**config.mk**
```make
export PLATFORM = sky130hd
export DESIGN_NAME = tmh_top
export DESIGN_NICKNAME = d
export VERILOG_FILES = /design/src/pkg/tmh_pkg.sv /design/src/verilog/tmh_sync2.sv /design/src/verilog/tmh_top.sv
export SDC_FILE = /design/constraint.sdc
export NUM_CORES = 1
export LEC_CHECK = 0
export BUFFER_PORTS_ARGS = -buffer_cell sky130_fd_sc_hd__clkbuf_2
export CORE_MARGIN = 10
export CORE_UTILIZATION = 56
export CTS_BUF_LIST = sky130_fd_sc_hd__clkbuf_8
export DETAILED_ROUTE_END_ITERATION = 8
export PLACE_DENSITY = 0.79
export SLEW_MARGIN = 20
export SYNTH_ARGS = -nofsm -noshare
export SYNTH_HDL_FRONTEND = slang
export SYNTH_HIERARCHICAL = 1
export SYNTH_SLANG_ARGS = --single-unit
```
**constraint.sdc**
```tcl
create_clock -name clock_i -period 3.3 [get_ports clock_i]
set_input_delay 0.66 -clock clock_i [delete_from_list [all_inputs] [get_ports clock_i]]
set_output_delay 0.66 -clock clock_i [all_outputs]
set_load 0.03 [all_outputs]
```
**src/pkg/tmh_pkg.sv**
```systemverilog
// constants shared by the tool manager handshake block
// assumes one 250 MHz clock and a plain register port of byte addresses
package tmh_pkg;

  // ==================================================
  // sizes
  localparam int NUM_MAG = 4;
  localparam int NUM_CH = 4;
  localparam int ADDR_W = 8;
  localparam int DATA_W = 32;
  localparam int STEP_W = 4;
  localparam int CH_STEP_W = 2;
  localparam int MAG_ACK_W = 10;
  localparam int CUT_W = 32;

  // ==================================================
  // magazine transfer step codes; ack vector bit is code minus one
  localparam logic [STEP_W-1:0] STEP_NONE = 4'h0;
  localparam logic [STEP_W-1:0] STEP_MZ_TO_ARM1 = 4'h1;
  localparam logic [STEP_W-1:0] STEP_ARM1_TO_SPDL = 4'h2;
  localparam logic [STEP_W-1:0] STEP_SPDL_TO_ARM1 = 4'h3;
  localparam logic [STEP_W-1:0] STEP_SPDL_TO_ARM2 = 4'h4;
  localparam logic [STEP_W-1:0] STEP_ARM1_TO_MZ = 4'h5;
  localparam logic [STEP_W-1:0] STEP_ARM2_TO_MZ = 4'h6;
  localparam logic [STEP_W-1:0] STEP_MZ_TO_SPDL = 4'h7;
  localparam logic [STEP_W-1:0] STEP_SPDL_TO_MZ = 4'h8;
  localparam logic [STEP_W-1:0] STEP_TURRET_ROT = 4'h9;
  localparam logic [STEP_W-1:0] STEP_CHANGE_END = 4'hA;

  // channel ground transfer step codes
  localparam logic [CH_STEP_W-1:0] CH_STEP_NONE = 2'h0;
  localparam logic [CH_STEP_W-1:0] CH_STEP_TO_GROUND = 2'h1;
  localparam logic [CH_STEP_W-1:0] CH_STEP_FROM_GROUND = 2'h2;

  // ==================================================
  // register map (byte addresses); groups use addr[3:2] as index
  localparam logic [ADDR_W-1:0] REG_MAG_STEP_BASE = 8'h00;
  localparam logic [ADDR_W-1:0] REG_MAG_STATUS = 8'h10;
  localparam logic [ADDR_W-1:0] REG_CH_STEP_BASE = 8'h20;
  localparam logic [ADDR_W-1:0] REG_CH_STATUS = 8'h30;
  localparam logic [ADDR_W-1:0] REG_LIFE_CTRL = 8'h34;
  localparam logic [ADDR_W-1:0] REG_CUT_COUNT_BASE = 8'h40;
  localparam int GROUP_LSB = 4;
  localparam int INDEX_LSB = 2;

  // status field positions
  localparam int MAG_EMERG_LSB = 0;
  localparam int MAG_DONE_LSB = 4;
  localparam int CH_REJECT_LSB = 0;
  localparam int CH_DONE_LSB = 4;
  localparam int CH_CUTTING_LSB = 8;

  // reset values and the cut count increment
  localparam logic [DATA_W-1:0] RST_DATA = 32'h0000_0000;
  localparam logic [CUT_W-1:0] RST_CUT = 32'h0000_0000;
  localparam logic [CUT_W-1:0] CUT_ONE = 32'h0000_0001;

endpackage

```
**src/verilog/tmh_sync2.sv**
```systemverilog
// two flip-flop synchroniser for a bus of independent level inputs
// assumes every bit is a slow level; bits are not coherent with each other
`timescale 1ns/10ps
module tmh_sync2 #(
  parameter int W = 64
) (
  input wire logic clock_i,
  input wire logic rst_b_i,
  input wire logic [W-1:0] d_i,
  output logic [W-1:0] q_o
);

  logic [W-1:0] meta;

  // ==================================================
  // first stage feeds only the second stage
  always_ff @(posedge clock_i or negedge rst_b_i) begin
    if (!rst_b_i) begin
      meta <= '0;
      q_o <= '0;
    end else begin
      meta <= d_i;
      q_o <= meta;
    end
  end

endmodule

```
**src/verilog/tmh_top.sv**
```systemverilog
// tool manager handshake block: emergency, cutting, reject and transfer
// acknowledges from the machine logic controller, four of each
// assumes controller inputs are asynchronous levels; register port is
// driven on clock_i with one-cycle strobes, read data one cycle later
//
// Functional notes
// - emergency-set high puts that magazine into tool manager emergency
// - emergency-clear high takes that magazine out of emergency
// - monitored tool counts machining time only while cutting bit is 1
// - reject bit high marks the channel's current tool for rejection
// - four instances of every magazine bit; first is the generic one
// - four instances of every channel bit
//
// The strobed register port and the address map are this design's own decisions.
`timescale 1ns/10ps
module tmh_top
  import tmh_pkg::*;
(
  input wire logic clock_i,
  input wire logic rst_b_i,
  input wire logic [ADDR_W-1:0] reg_addr_i,
  input wire logic [DATA_W-1:0] reg_wdata_i,
  input wire logic reg_write_i,
  input wire logic reg_read_i,
  output logic [DATA_W-1:0] reg_rdata_o,
  input wire logic [NUM_MAG-1:0] tool_mgr_emergency_set_i,
  input wire logic [NUM_MAG-1:0] tool_mgr_emergency_clear_i,
  input wire logic [NUM_MAG-1:0] ack_magazine_to_arm_one_i,
  input wire logic [NUM_MAG-1:0] ack_arm_one_to_spindle_i,
  input wire logic [NUM_MAG-1:0] ack_spindle_to_arm_one_i,
  input wire logic [NUM_MAG-1:0] ack_spindle_to_arm_two_i,
  input wire logic [NUM_MAG-1:0] ack_arm_one_to_magazine_i,
  input wire logic [NUM_MAG-1:0] ack_arm_two_to_magazine_i,
  input wire logic [NUM_MAG-1:0] ack_magazine_to_spindle_i,
  input wire logic [NUM_MAG-1:0] ack_spindle_to_magazine_i,
  input wire logic [NUM_MAG-1:0] turret_rotation_done_i,
  input wire logic [NUM_MAG-1:0] tool_change_complete_i,
  input wire logic [NUM_CH-1:0] tool_is_cutting_i,
  input wire logic [NUM_CH-1:0] tool_reject_request_i,
  input wire logic [NUM_CH-1:0] ack_spindle_to_ground_i,
  input wire logic [NUM_CH-1:0] ack_ground_to_spindle_i,
  output logic [NUM_MAG-1:0] tool_mgr_emergency_o,
  output logic [NUM_CH-1:0] tool_reject_o
);

  localparam int SYNC_W = NUM_MAG * 12 + NUM_CH * 4;

  // ==================================================
  // input synchronisation
  logic [SYNC_W-1:0] sync_q;
  logic [NUM_MAG-1:0] emg_set_s;
  logic [NUM_MAG-1:0] emg_clr_s;
  logic [NUM_MAG-1:0] mz2a1_s;
  logic [NUM_MAG-1:0] a1s_s;
  logic [NUM_MAG-1:0] s2a1_s;
  logic [NUM_MAG-1:0] s2a2_s;
  logic [NUM_MAG-1:0] a1mz_s;
  logic [NUM_MAG-1:0] a2mz_s;
  logic [NUM_MAG-1:0] mz2s_s;
  logic [NUM_MAG-1:0] s2mz_s;
  logic [NUM_MAG-1:0] rot_s;
  logic [NUM_MAG-1:0] chg_s;
  logic [NUM_CH-1:0] cut_s;
  logic [NUM_CH-1:0] rej_s;
  logic [NUM_CH-1:0] s2g_s;
  logic [NUM_CH-1:0] g2s_s;

  tmh_sync2 #(
    .W(SYNC_W)
  ) u_sync (
    .clock_i(clock_i),
    .rst_b_i(rst_b_i),
    .d_i({tool_mgr_emergency_set_i, tool_mgr_emergency_clear_i,
          ack_magazine_to_arm_one_i, ack_arm_one_to_spindle_i,
          ack_spindle_to_arm_one_i, ack_spindle_to_arm_two_i,
          ack_arm_one_to_magazine_i, ack_arm_two_to_magazine_i,
          ack_magazine_to_spindle_i, ack_spindle_to_magazine_i,
          turret_rotation_done_i, tool_change_complete_i,
          tool_is_cutting_i, tool_reject_request_i,
          ack_spindle_to_ground_i, ack_ground_to_spindle_i}),
    .q_o(sync_q)
  );

  assign {emg_set_s, emg_clr_s, mz2a1_s, a1s_s, s2a1_s, s2a2_s, a1mz_s,
          a2mz_s, mz2s_s, s2mz_s, rot_s, chg_s, cut_s, rej_s, s2g_s,
          g2s_s} = sync_q;

  // ==================================================
  // register port decode
  logic [ADDR_W-1:0] addr_group;
  logic [1:0] addr_index;
  logic wr_mag_step;
  logic wr_mag_status;
  logic wr_ch_step;
  logic wr_ch_status;
  logic wr_life;
  logic wr_cut;

  assign addr_group = {reg_addr_i[ADDR_W-1:GROUP_LSB], {GROUP_LSB{1'b0}}};
  assign addr_index = reg_addr_i[INDEX_LSB+1:INDEX_LSB];
  assign wr_mag_step = reg_write_i && (addr_group == REG_MAG_STEP_BASE);
  assign wr_mag_status = reg_write_i && (reg_addr_i == REG_MAG_STATUS);
  assign wr_ch_step = reg_write_i && (addr_group == REG_CH_STEP_BASE);
  assign wr_ch_status = reg_write_i && (reg_addr_i == REG_CH_STATUS);
  assign wr_life = reg_write_i && (reg_addr_i == REG_LIFE_CTRL);
  assign wr_cut = reg_write_i && (addr_group == REG_CUT_COUNT_BASE);

  // ==================================================
  // per magazine state
  logic [STEP_W-1:0] mag_step [NUM_MAG];
  logic [MAG_ACK_W-1:0] mag_ack [NUM_MAG];
  logic [NUM_MAG-1:0] mag_hit;
  logic [NUM_MAG-1:0] mag_done;
  logic [NUM_MAG-1:0] emergency;

  genvar m;
  generate
    for (m = 0; m < NUM_MAG; m++) begin : g_mag
      logic [STEP_W-1:0] sel;
      logic step_wr;

      // index 0 doubles as the generic unsuffixed magazine
      assign mag_ack[m] = {chg_s[m], rot_s[m], s2mz_s[m], mz2s_s[m],
                           a2mz_s[m], a1mz_s[m], s2a2_s[m], s2a1_s[m],
                           a1s_s[m], mz2a1_s[m]};
      assign sel = mag_step[m] - STEP_MZ_TO_ARM1;
      // an ack with no matching step pending is ignored
      assign mag_hit[m] = (mag_step[m] != STEP_NONE) &&
                          mag_ack[m][sel];
      assign step_wr = wr_mag_step && (addr_index == 2'(m));

      // set wins over clear: a stuck set keeps the machine safe
      always_ff @(posedge clock_i or negedge rst_b_i) begin
        if (!rst_b_i) begin
          emergency[m] <= 1'b0;
        end else if (emg_set_s[m]) begin
          emergency[m] <= 1'b1;
        end else if (emg_clr_s[m]) begin
          emergency[m] <= 1'b0;
        end
      end

      // a software write replaces any pending step; bad codes mean none
      always_ff @(posedge clock_i or negedge rst_b_i) begin
        if (!rst_b_i) begin
          mag_step[m] <= STEP_NONE;
        end else if (step_wr) begin
          if (reg_wdata_i[STEP_W-1:0] > STEP_CHANGE_END) begin
            mag_step[m] <= STEP_NONE;
          end else begin
            mag_step[m] <= reg_wdata_i[STEP_W-1:0];
          end
        end else if (mag_hit[m]) begin
          mag_step[m] <= STEP_NONE;
        end
      end

      // sticky done; a new completion wins over write-one-to-clear
      always_ff @(posedge clock_i or negedge rst_b_i) begin
        if (!rst_b_i) begin
          mag_done[m] <= 1'b0;
        end else if (mag_hit[m] && !step_wr) begin
          mag_done[m] <= 1'b1;
        end else if (wr_mag_status && reg_wdata_i[MAG_DONE_LSB + m]) begin
          mag_done[m] <= 1'b0;
        end
      end
    end
  endgenerate

  // ==================================================
  // per channel state
  logic [CH_STEP_W-1:0] ch_step [NUM_CH];
  logic [CUT_W-1:0] cut_count [NUM_CH];
  logic [NUM_CH-1:0] ch_hit;
  logic [NUM_CH-1:0] ch_done;
  logic [NUM_CH-1:0] reject;
  logic [NUM_CH-1:0] life_en;

  always_ff @(posedge clock_i or negedge rst_b_i) begin
    if (!rst_b_i) begin
      life_en <= '0;
    end else if (wr_life) begin
      life_en <= reg_wdata_i[NUM_CH-1:0];
    end
  end

  genvar c;
  generate
    for (c = 0; c < NUM_CH; c++) begin : g_ch
      logic chs_wr;

      assign chs_wr = wr_ch_step && (addr_index == 2'(c));
      assign ch_hit[c] =
        ((ch_step[c] == CH_STEP_TO_GROUND) && s2g_s[c]) ||
        ((ch_step[c] == CH_STEP_FROM_GROUND) && g2s_s[c]);

      always_ff @(posedge clock_i or negedge rst_b_i) begin
        if (!rst_b_i) begin
          ch_step[c] <= CH_STEP_NONE;
        end else if (chs_wr) begin
          if (reg_wdata_i[CH_STEP_W-1:0] > CH_STEP_FROM_GROUND) begin
            ch_step[c] <= CH_STEP_NONE;
          end else begin
            ch_step[c] <= reg_wdata_i[CH_STEP_W-1:0];
          end
        end else if (ch_hit[c]) begin
          ch_step[c] <= CH_STEP_NONE;
        end
      end

      always_ff @(posedge clock_i or negedge rst_b_i) begin
        if (!rst_b_i) begin
          ch_done[c] <= 1'b0;
        end else if (ch_hit[c] && !chs_wr) begin
          ch_done[c] <= 1'b1;
        end else if (wr_ch_status && reg_wdata_i[CH_DONE_LSB + c]) begin
          ch_done[c] <= 1'b0;
        end
      end

      // reject stays flagged until software clears it; request wins
      always_ff @(posedge clock_i or negedge rst_b_i) begin
        if (!rst_b_i) begin
          reject[c] <= 1'b0;
        end else if (rej_s[c]) begin
          reject[c] <= 1'b1;
        end else if (wr_ch_status && reg_wdata_i[CH_REJECT_LSB + c]) begin
          reject[c] <= 1'b0;
        end
      end

      // machining time in clock cycles; wraps silently at full scale
      always_ff @(posedge clock_i or negedge rst_b_i) begin
        if (!rst_b_i) begin
          cut_count[c] <= RST_CUT;
        end else if (wr_cut && (addr_index == 2'(c))) begin
          cut_count[c] <= RST_CUT;
        end else if (life_en[c] && cut_s[c]) begin
          cut_count[c] <= cut_count[c] + CUT_ONE;
        end
      end
    end
  endgenerate

  // ==================================================
  // outputs
  always_ff @(posedge clock_i or negedge rst_b_i) begin
    if (!rst_b_i) begin
      tool_mgr_emergency_o <= '0;
      tool_reject_o <= '0;
    end else begin
      tool_mgr_emergency_o <= emergency;
      tool_reject_o <= reject;
    end
  end

  // ==================================================
  // read data, valid only the cycle after the read strobe
  logic [DATA_W-1:0] rd_mux;

  always_comb begin
    rd_mux = RST_DATA;
    if (addr_group == REG_MAG_STEP_BASE) begin
      rd_mux[STEP_W-1:0] = mag_step[addr_index];
    end else if (reg_addr_i == REG_MAG_STATUS) begin
      rd_mux[MAG_EMERG_LSB +: NUM_MAG] = emergency;
      rd_mux[MAG_DONE_LSB +: NUM_MAG] = mag_done;
    end else if (addr_group == REG_CH_STEP_BASE) begin
      rd_mux[CH_STEP_W-1:0] = ch_step[addr_index];
    end else if (reg_addr_i == REG_CH_STATUS) begin
      rd_mux[CH_REJECT_LSB +: NUM_CH] = reject;
      rd_mux[CH_DONE_LSB +: NUM_CH] = ch_done;
      rd_mux[CH_CUTTING_LSB +: NUM_CH] = cut_s;
    end else if (reg_addr_i == REG_LIFE_CTRL) begin
      rd_mux[NUM_CH-1:0] = life_en;
    end else if (addr_group == REG_CUT_COUNT_BASE) begin
      rd_mux = cut_count[addr_index];
    end
  end

  always_ff @(posedge clock_i or negedge rst_b_i) begin
    if (!rst_b_i) begin
      reg_rdata_o <= RST_DATA;
    end else if (reg_read_i) begin
      reg_rdata_o <= rd_mux;
    end else begin
      reg_rdata_o <= RST_DATA;
    end
  end

endmodule

```
# [Word-level counts from Yosys, hierarchy flattened]
# Cells that the tools add are included.
[op_classes] muxes=96 n_addsub=8 magnitude_cmp=7 n_eq_ne=16 shifts=0 n_bitwise=1 n_reduce_logical=100 div_mod_pow=0 mul=0
[ops] op="$mux W32" count=17
[ops] op="$mux W28" count=6
[ops] op="$add A32 B1 Y32 const B" count=4
[ops] op="$bmux W32 S2" count=1
[ops] op="$reduce_bool A2 Y1" count=28
[ops] op="$logic_and A1 B1 Y1" count=54
[ops] op="$mux W4" count=13
[ops] op="$mux W1" count=36
[ops] op="$mux W30" count=1
[ops] op="$mux W2" count=12
[ops] op="$mux W24" count=1
[ops] op="$lt A4 B5 Y1 const B" count=4
[ops] op="$mux W20" count=1
[ops] op="$bmux W1 S4" count=4
[ops] op="$eq A8 B6 Y1 const B" count=2
[ops] op="$reduce_bool A4 Y1" count=4
[ops] op="$sub A4 B1 Y4 const B" count=4
[ops] op="$eq A2 B2 Y1 const B" count=6
[ops] op="$mux W12" count=1
[ops] op="$eq A2 B1 Y1 const B" count=5
[ops] op="$bmux W4 S2" count=1
[ops] op="$eq A8 B5 Y1 const B" count=1
[ops] op="$logic_not A1 Y1" count=8
[ops] op="$logic_not A8 Y1" count=1
[ops] op="other kinds (10)" count=13
[totals] ff_bits=340 word_cells=262 mem_bits_rw=0 rom_bits=0 out_inout_bits=40 input_bits=108 latch_bits=0 n_memories=0

# [Longest topological paths before layout]
[depth] ltp_word=20 mapped_depth=8 ltp_nobuf=7

# [Cells and area by module]
# The synthesis kept the hierarchy.
[modules_own_cells] mod="tmh_top" area_each_um2=11691.2 seq_area_each_um2=5305.1 cells_per_inst=1167 instances=1
[modules_own_cells] mod="tmh_sync2" area_each_um2=3203.1 seq_area_each_um2=3203.1 cells_per_inst=128 instances=1

# [Least setup slack after synthesis]
# No wires, ideal clock.
[synth_timing] path_type="input port to flip-flop" startpoint="input port reg_addr_i[6]" endpoint="register life_en[0]" n_path_buf=3 path_slack_ns=0.900 stages=7 arrival_ns=2.275 setup_ns=0.125 required_ns=3.175 path_cell_list="buf_2 > or3b_2 > clkbuf_1 > nor3_1 > and3_1 > buf_2 > mux2_2"
[synth_between] elab_chain_cells=2
[synth_lines] item="start: declaration" line="tmh_top.sv:21" rtl="input wire logic [ADDR_W-1:0] reg_addr_i,"
[synth_lines] item="$eq A8 B6 Y1" line="tmh_top.sv:105" rtl="assign wr_life = reg_write_i && (reg_addr_i == REG_LIFE_CTRL);"
[synth_lines] item="$logic_and A1 B1 Y1" line="tmh_top.sv:105"
[synth_lines] item="end signal: assignment" line="tmh_top.sv:184" rtl="life_en <= reg_wdata_i[NUM_CH-1:0];"
[synth_lines] item="end: declaration" line="tmh_top.sv:178" rtl="logic [NUM_CH-1:0] life_en;"
# Every way passes these cells.
# A chain may end at the register's enable or synchronous reset.

# [Worst setup path in the final report]
[layout_timing] startpoint="register mag_step[0] in the netlist's numbering" endpoint="register mag_step[0] in the netlist's numbering"
[layout_between] elab_chain_cells=5 elab_cells_between_ends=6 cone_classes="1 x add/sub; 2 x mux; 3 x reduce/logical"
[layout_lines] item="start: declaration" line="tmh_top.sv:110" rtl="logic [STEP_W-1:0] mag_step [NUM_MAG];"
[layout_lines] item="start signal: indexed assignment" line="tmh_top.sv:151" rtl="mag_step[m] <= reg_wdata_i[STEP_W-1:0];"
[layout_lines] item="$sub A4 B1 Y4" line="tmh_top.sv:126" rtl="assign sel = mag_step[m] - STEP_MZ_TO_ARM1;"
[layout_lines] item="$bmux W1 S4" line="tmh_top.sv:129" rtl="mag_ack[m][sel];"
[layout_lines] item="$mux W1 (implied by the code)" line="tmh_top.sv:129"
[layout_lines] item="$logic_and A1 B1 Y1 *" line="tmh_top.sv:128" rtl="assign mag_hit[m] = (mag_step[m] != STEP_NONE) &&"
[layout_lines] item="$reduce_bool A2 Y1 (no line) *"
# Every way passes the cells marked *; elsewhere a longest branch is shown, timed or not. The select of a mux whose other input is x is not followed.

==> impl_metrics.csv <==
group,metric,value,unit
worst_setup_path,r2r_start,"mag_step[0]$_DFFE_PN0P_",
global_route,gr-total-overflow,0,
global_route,grt_first_pass_wirelength,58500,µm
worst_setup_path,slowest_stage,"dfrtp_1",
layout,antennaDiodeCount,0,
worst_hold_path,min_path_type,"input port to asynchronous set/reset pin",
clocking,cts_max_level,2,
global_route,grt_usage,0.217,
routing,wirelength,36300,µm
synthesis,yosysSeqAreaShare,0.571,
synthesis,synth-simple-area-share,0.182,
routing,antenna_left,0,
run,maxCapViolCount,0,
synthesis,synthesis.nets,1412,
synthesis,synth-seq-cells,340,
timing,tns,0,ns
synthesis,synthDistinctLibCells,69,
timing,hold_viol,0,
synthesis,synth_area,14900,µm²
synthesis,synth_top_flop_cell,"dfrtp_1",
routing,wl_per_cell,20.0,µm
power,p_per_area,639,nW/µm²
worst_setup_path,worstSetupPathType,"flop to flop",
layout,drive_above_1_share,0.208,
synthesis,synthCells,1295,
layout,layout.nets,1560,
routing,drt_iter0_markers,1227,
timing,period_share,0.797,
global_route,grt_max_degree,104,
worst_setup_path,crit_arrival,3.08,ns
clocking,clk_latency,0.60,ns
power,leakagePower,7.35,nW
floorplanning,io_pins,148,
timing,clock_skew,0.0369,ns
routing,num_vias,11000,
timing,min_period,2.63,ns
worst_setup_path,worstPathRequired,3.75,ns
floorplanning,die_h,183,µm
synthesis,synth_xor_area_frac,0.0512,
clocking,post_cts_resized,0,
worst_setup_path,cp-end-kind,"flop",
synthesis,synth-async-reset-ratio,1.00,
clocking,path_clk_slew,0.06,ns
worst_setup_path,start_kind,"flop",
placement,gp_congestion,0.932,
power,p_int,7.61,mW
layout,mostFrequentLayoutCell,"dfrtp_1",
routing,viasPerCell,6.04,
worst_setup_path,max_stage_delay,0.59,ns
floorplanning,placementRows,59,
global_route,antenna_found_initial,0,
layout,nFillCells,1960,
synthesis,synth_mux_area_frac,0.0823,
placement,hpwl,26200,µm
synthesis,synth_edf_count,0,
floorplanning,fp.dieW,183,µm
power,sw_frac_of_total,0.303,
global_route,grt_pass1_vias,10800,
timing,setup_viol,0,
timing,relSlewSlack,0.459,
floorplanning,design.die.area,33500,µm²
timing,drv_slew,0,
layout,area_delta_synth_final,14.7,%
routing,drc_errors,0,
clocking,cts_made_buffers,54,
synthesis,synth_top_family_by_area,"simple AND/OR/NAND/NOR gates",
synthesis,synth_adder_area_share,0.00756,
clocking,postCtsHoldBufs,0,
floorplanning,initial_core_util,0.570,
power,p_seq_frac,0.503,
worst_setup_path,cp_common_cell,"nor3b_1",
power,vdd_drop_max,0.339,mV
layout,layout_common_cells,"dfrtp_1, nor2_1, clkbuf_2",
worst_setup_path,timing.rr.end,"mag_step[0]$_DFFE_PN0P_",
synthesis,syn_area_per_cell,11.5,µm²
clocking,cts_setup_buffers,0,
clocking,clockRootBuffer,"clkbuf_8",
synthesis,synth_compound_area_frac,0.0805,
timing,fmax,380,MHz
power,finalPower,10.9,mW
power,power_frac_comb,0.158,
worst_setup_path,ff2ff_setup_slack,0.67,ns
clocking,clk_path_buf_depth,3,
worst_setup_path,rr_worst_depth,7,
floorplanning,fp.coreArea,26100,µm²
power,power_switching,3.30,mW
worst_setup_path,path_cells,"inv_1 -> ha_1 -> mux4_2 -> nor3b_1 -> or4_1 -> nor3_1 -> nor3b_1",
timing,worst_slew_pin_slew,0.812,ns
clocking,cts.sinks,340,
timing,rsz0062_at_grt,"no",
synthesis,yosys_warnings,6,
clocking,cts_tree,"built",
worst_setup_path,crit_path_max_fanout,9,
placement,io_buffers,123,
routing,dr.pass1.iters,5,
power,p_clk_frac,0.339,
outcome,status,"completed",
-- layout make-up --
cell class                      instances  area, µm²  area share
Sequential cell                       340       8510       0.498
Multi-Input combinational cell        864       6010       0.352
Clock buffer                           70        963      0.0564
Timing Repair Buffer                  148        888      0.0520
Tap cell                              335        419      0.0245
Clock inverter                         25        169     0.00989
Inverter                               35        131     0.00769
-- cell families (layout without fill, tap and decap cells) --
family / after synthesis / count (layout)
and+or+nand+nor: 512 / 512
DFF: 340 / 340
AOI/OAI and AO/OA: 192 / 192
buffers and inverters: 91 / 278
xor gates and xnor gates: 87 / 87
muxes: 64 / 64
adders and majority gates: 9 / 9
-- power by group through the flow --
stage	registers (mW)	clock network, mW	logic [mW]
2_1_floorplan	5.22	0	1.30
3_3_place_gp	5.47	0	1.63
3_5_place_dp	5.51	0	1.72
4_1_cts	5.45	3.76	1.73
5_1_grt	5.55	3.95	1.92
6_report	5.48	3.70	1.73
-- how the worst max path moves through the flow --
stage / start / to / slack, ns
after floorplan: reg_addr_i[6] / life_en[0]$_DFFE_PN0P_ / 0.90
after CTS: mag_step[0]$_DFFE_PN0P_ / mag_step[0]$_DFFE_PN0P_ / 0.71
final: mag_step[0]$_DFFE_PN0P_ / mag_step[0]$_DFFE_PN0P_ / 0.67
after global placement: reg_addr_i[4] / cut_count[56]$_DFFE_PN0P_ / 0.59
after detailed placement: reg_addr_i[4] / cut_count[54]$_DFFE_PN0P_ / 0.56
after global routing: mag_step[0]$_DFFE_PN0P_ / mag_step[0]$_DFFE_PN0P_ / 0.49
-- routing by layer --
layer	up-vias	track usage	wire length (µm)	part of all wire
met5	-	0	0	0
met4	0	0.0679	811	0.022
met3	63	0.0372	2940	0.081
met2	486	0.334	17100	0.47
met1	5462	0.312	15400	0.43
li1	4970	-	-	-
-- registers in the layout, indices dropped and copies added (netlist names), 8 cells and up --
signal	flops
cut_count	128
u_sync/meta	64
u_sync/q_o	64
reg_rdata_o	32
mag_step	16
ch_step	8
-- stage by stage --
step | hold WS [ns] | worst slack, ns | util | instance area (µm²) | cells
6_report | 0.113 | 0.668 | 0.654 | 17100 | 1817
4_1_cts | 0.128 | 0.705 | 0.654 | 17100 | 1817
3_3_place_gp | 0.333 | 0.593 | 0.611 | 16000 | 1722
2_1_floorplan | 0.331 | 0.900 | - | 14900 | 1295
5_1_grt | 0.147 | 0.491 | 0.654 | 17100 | 1817
3_5_place_dp | 0.335 | 0.560 | 0.611 | 16000 | 1722
-- Yosys cell counts, types with 5 or more instances --
cell | count | share of area
a31oi_1 | 10 | 0.0042
nand2b_1 | 12 | 0.0050
a22oi_1 | 11 | 0.0055
nand4b_1 | 5 | 0.0029
nor2b_1 | 6 | 0.0025
nor3_1 | 29 | 0.0097
mux2i_1 | 10 | 0.0067
and4_1 | 10 | 0.0059
nor4_1 | 11 | 0.0046
and3_1 | 41 | 0.017
a21o_1 | 12 | 0.0060
inv_1 | 35 | 0.0088
or4_1 | 13 | 0.0066
or2_2 | 6 | 0.0025
nand3_1 | 62 | 0.021
xnor2_1 | 45 | 0.026
o21ai_0 | 57 | 0.019
xor2_1 | 42 | 0.025
mux4_2 | 46 | 0.070
clkbuf_1 | 37 | 0.0093
dfrtp_1 | 340 | 0.57
or3_1 | 29 | 0.012
ha_1 | 9 | 0.0076
nand4_1 | 33 | 0.014
a211oi_1 | 6 | 0.0030
o31ai_1 | 5 | 0.0025
a21oi_1 | 54 | 0.018
mux2_2 | 8 | 0.0060
nor2_1 | 129 | 0.033
nand2_1 | 88 | 0.022
buf_2 | 14 | 0.0047
and2_1 | 11 | 0.0046
-- critical path, delay by kind of cell (launching register included) --
family	cells	cell delay [ns]
AND/OR/NAND/NOR	4	1.10
flip-flops	1	0.59
adder cells (fa/ha/maj)	1	0.39
multiplexers	1	0.29
buffers and inverters	1	0.12
(Power assumes the default switching activity.)
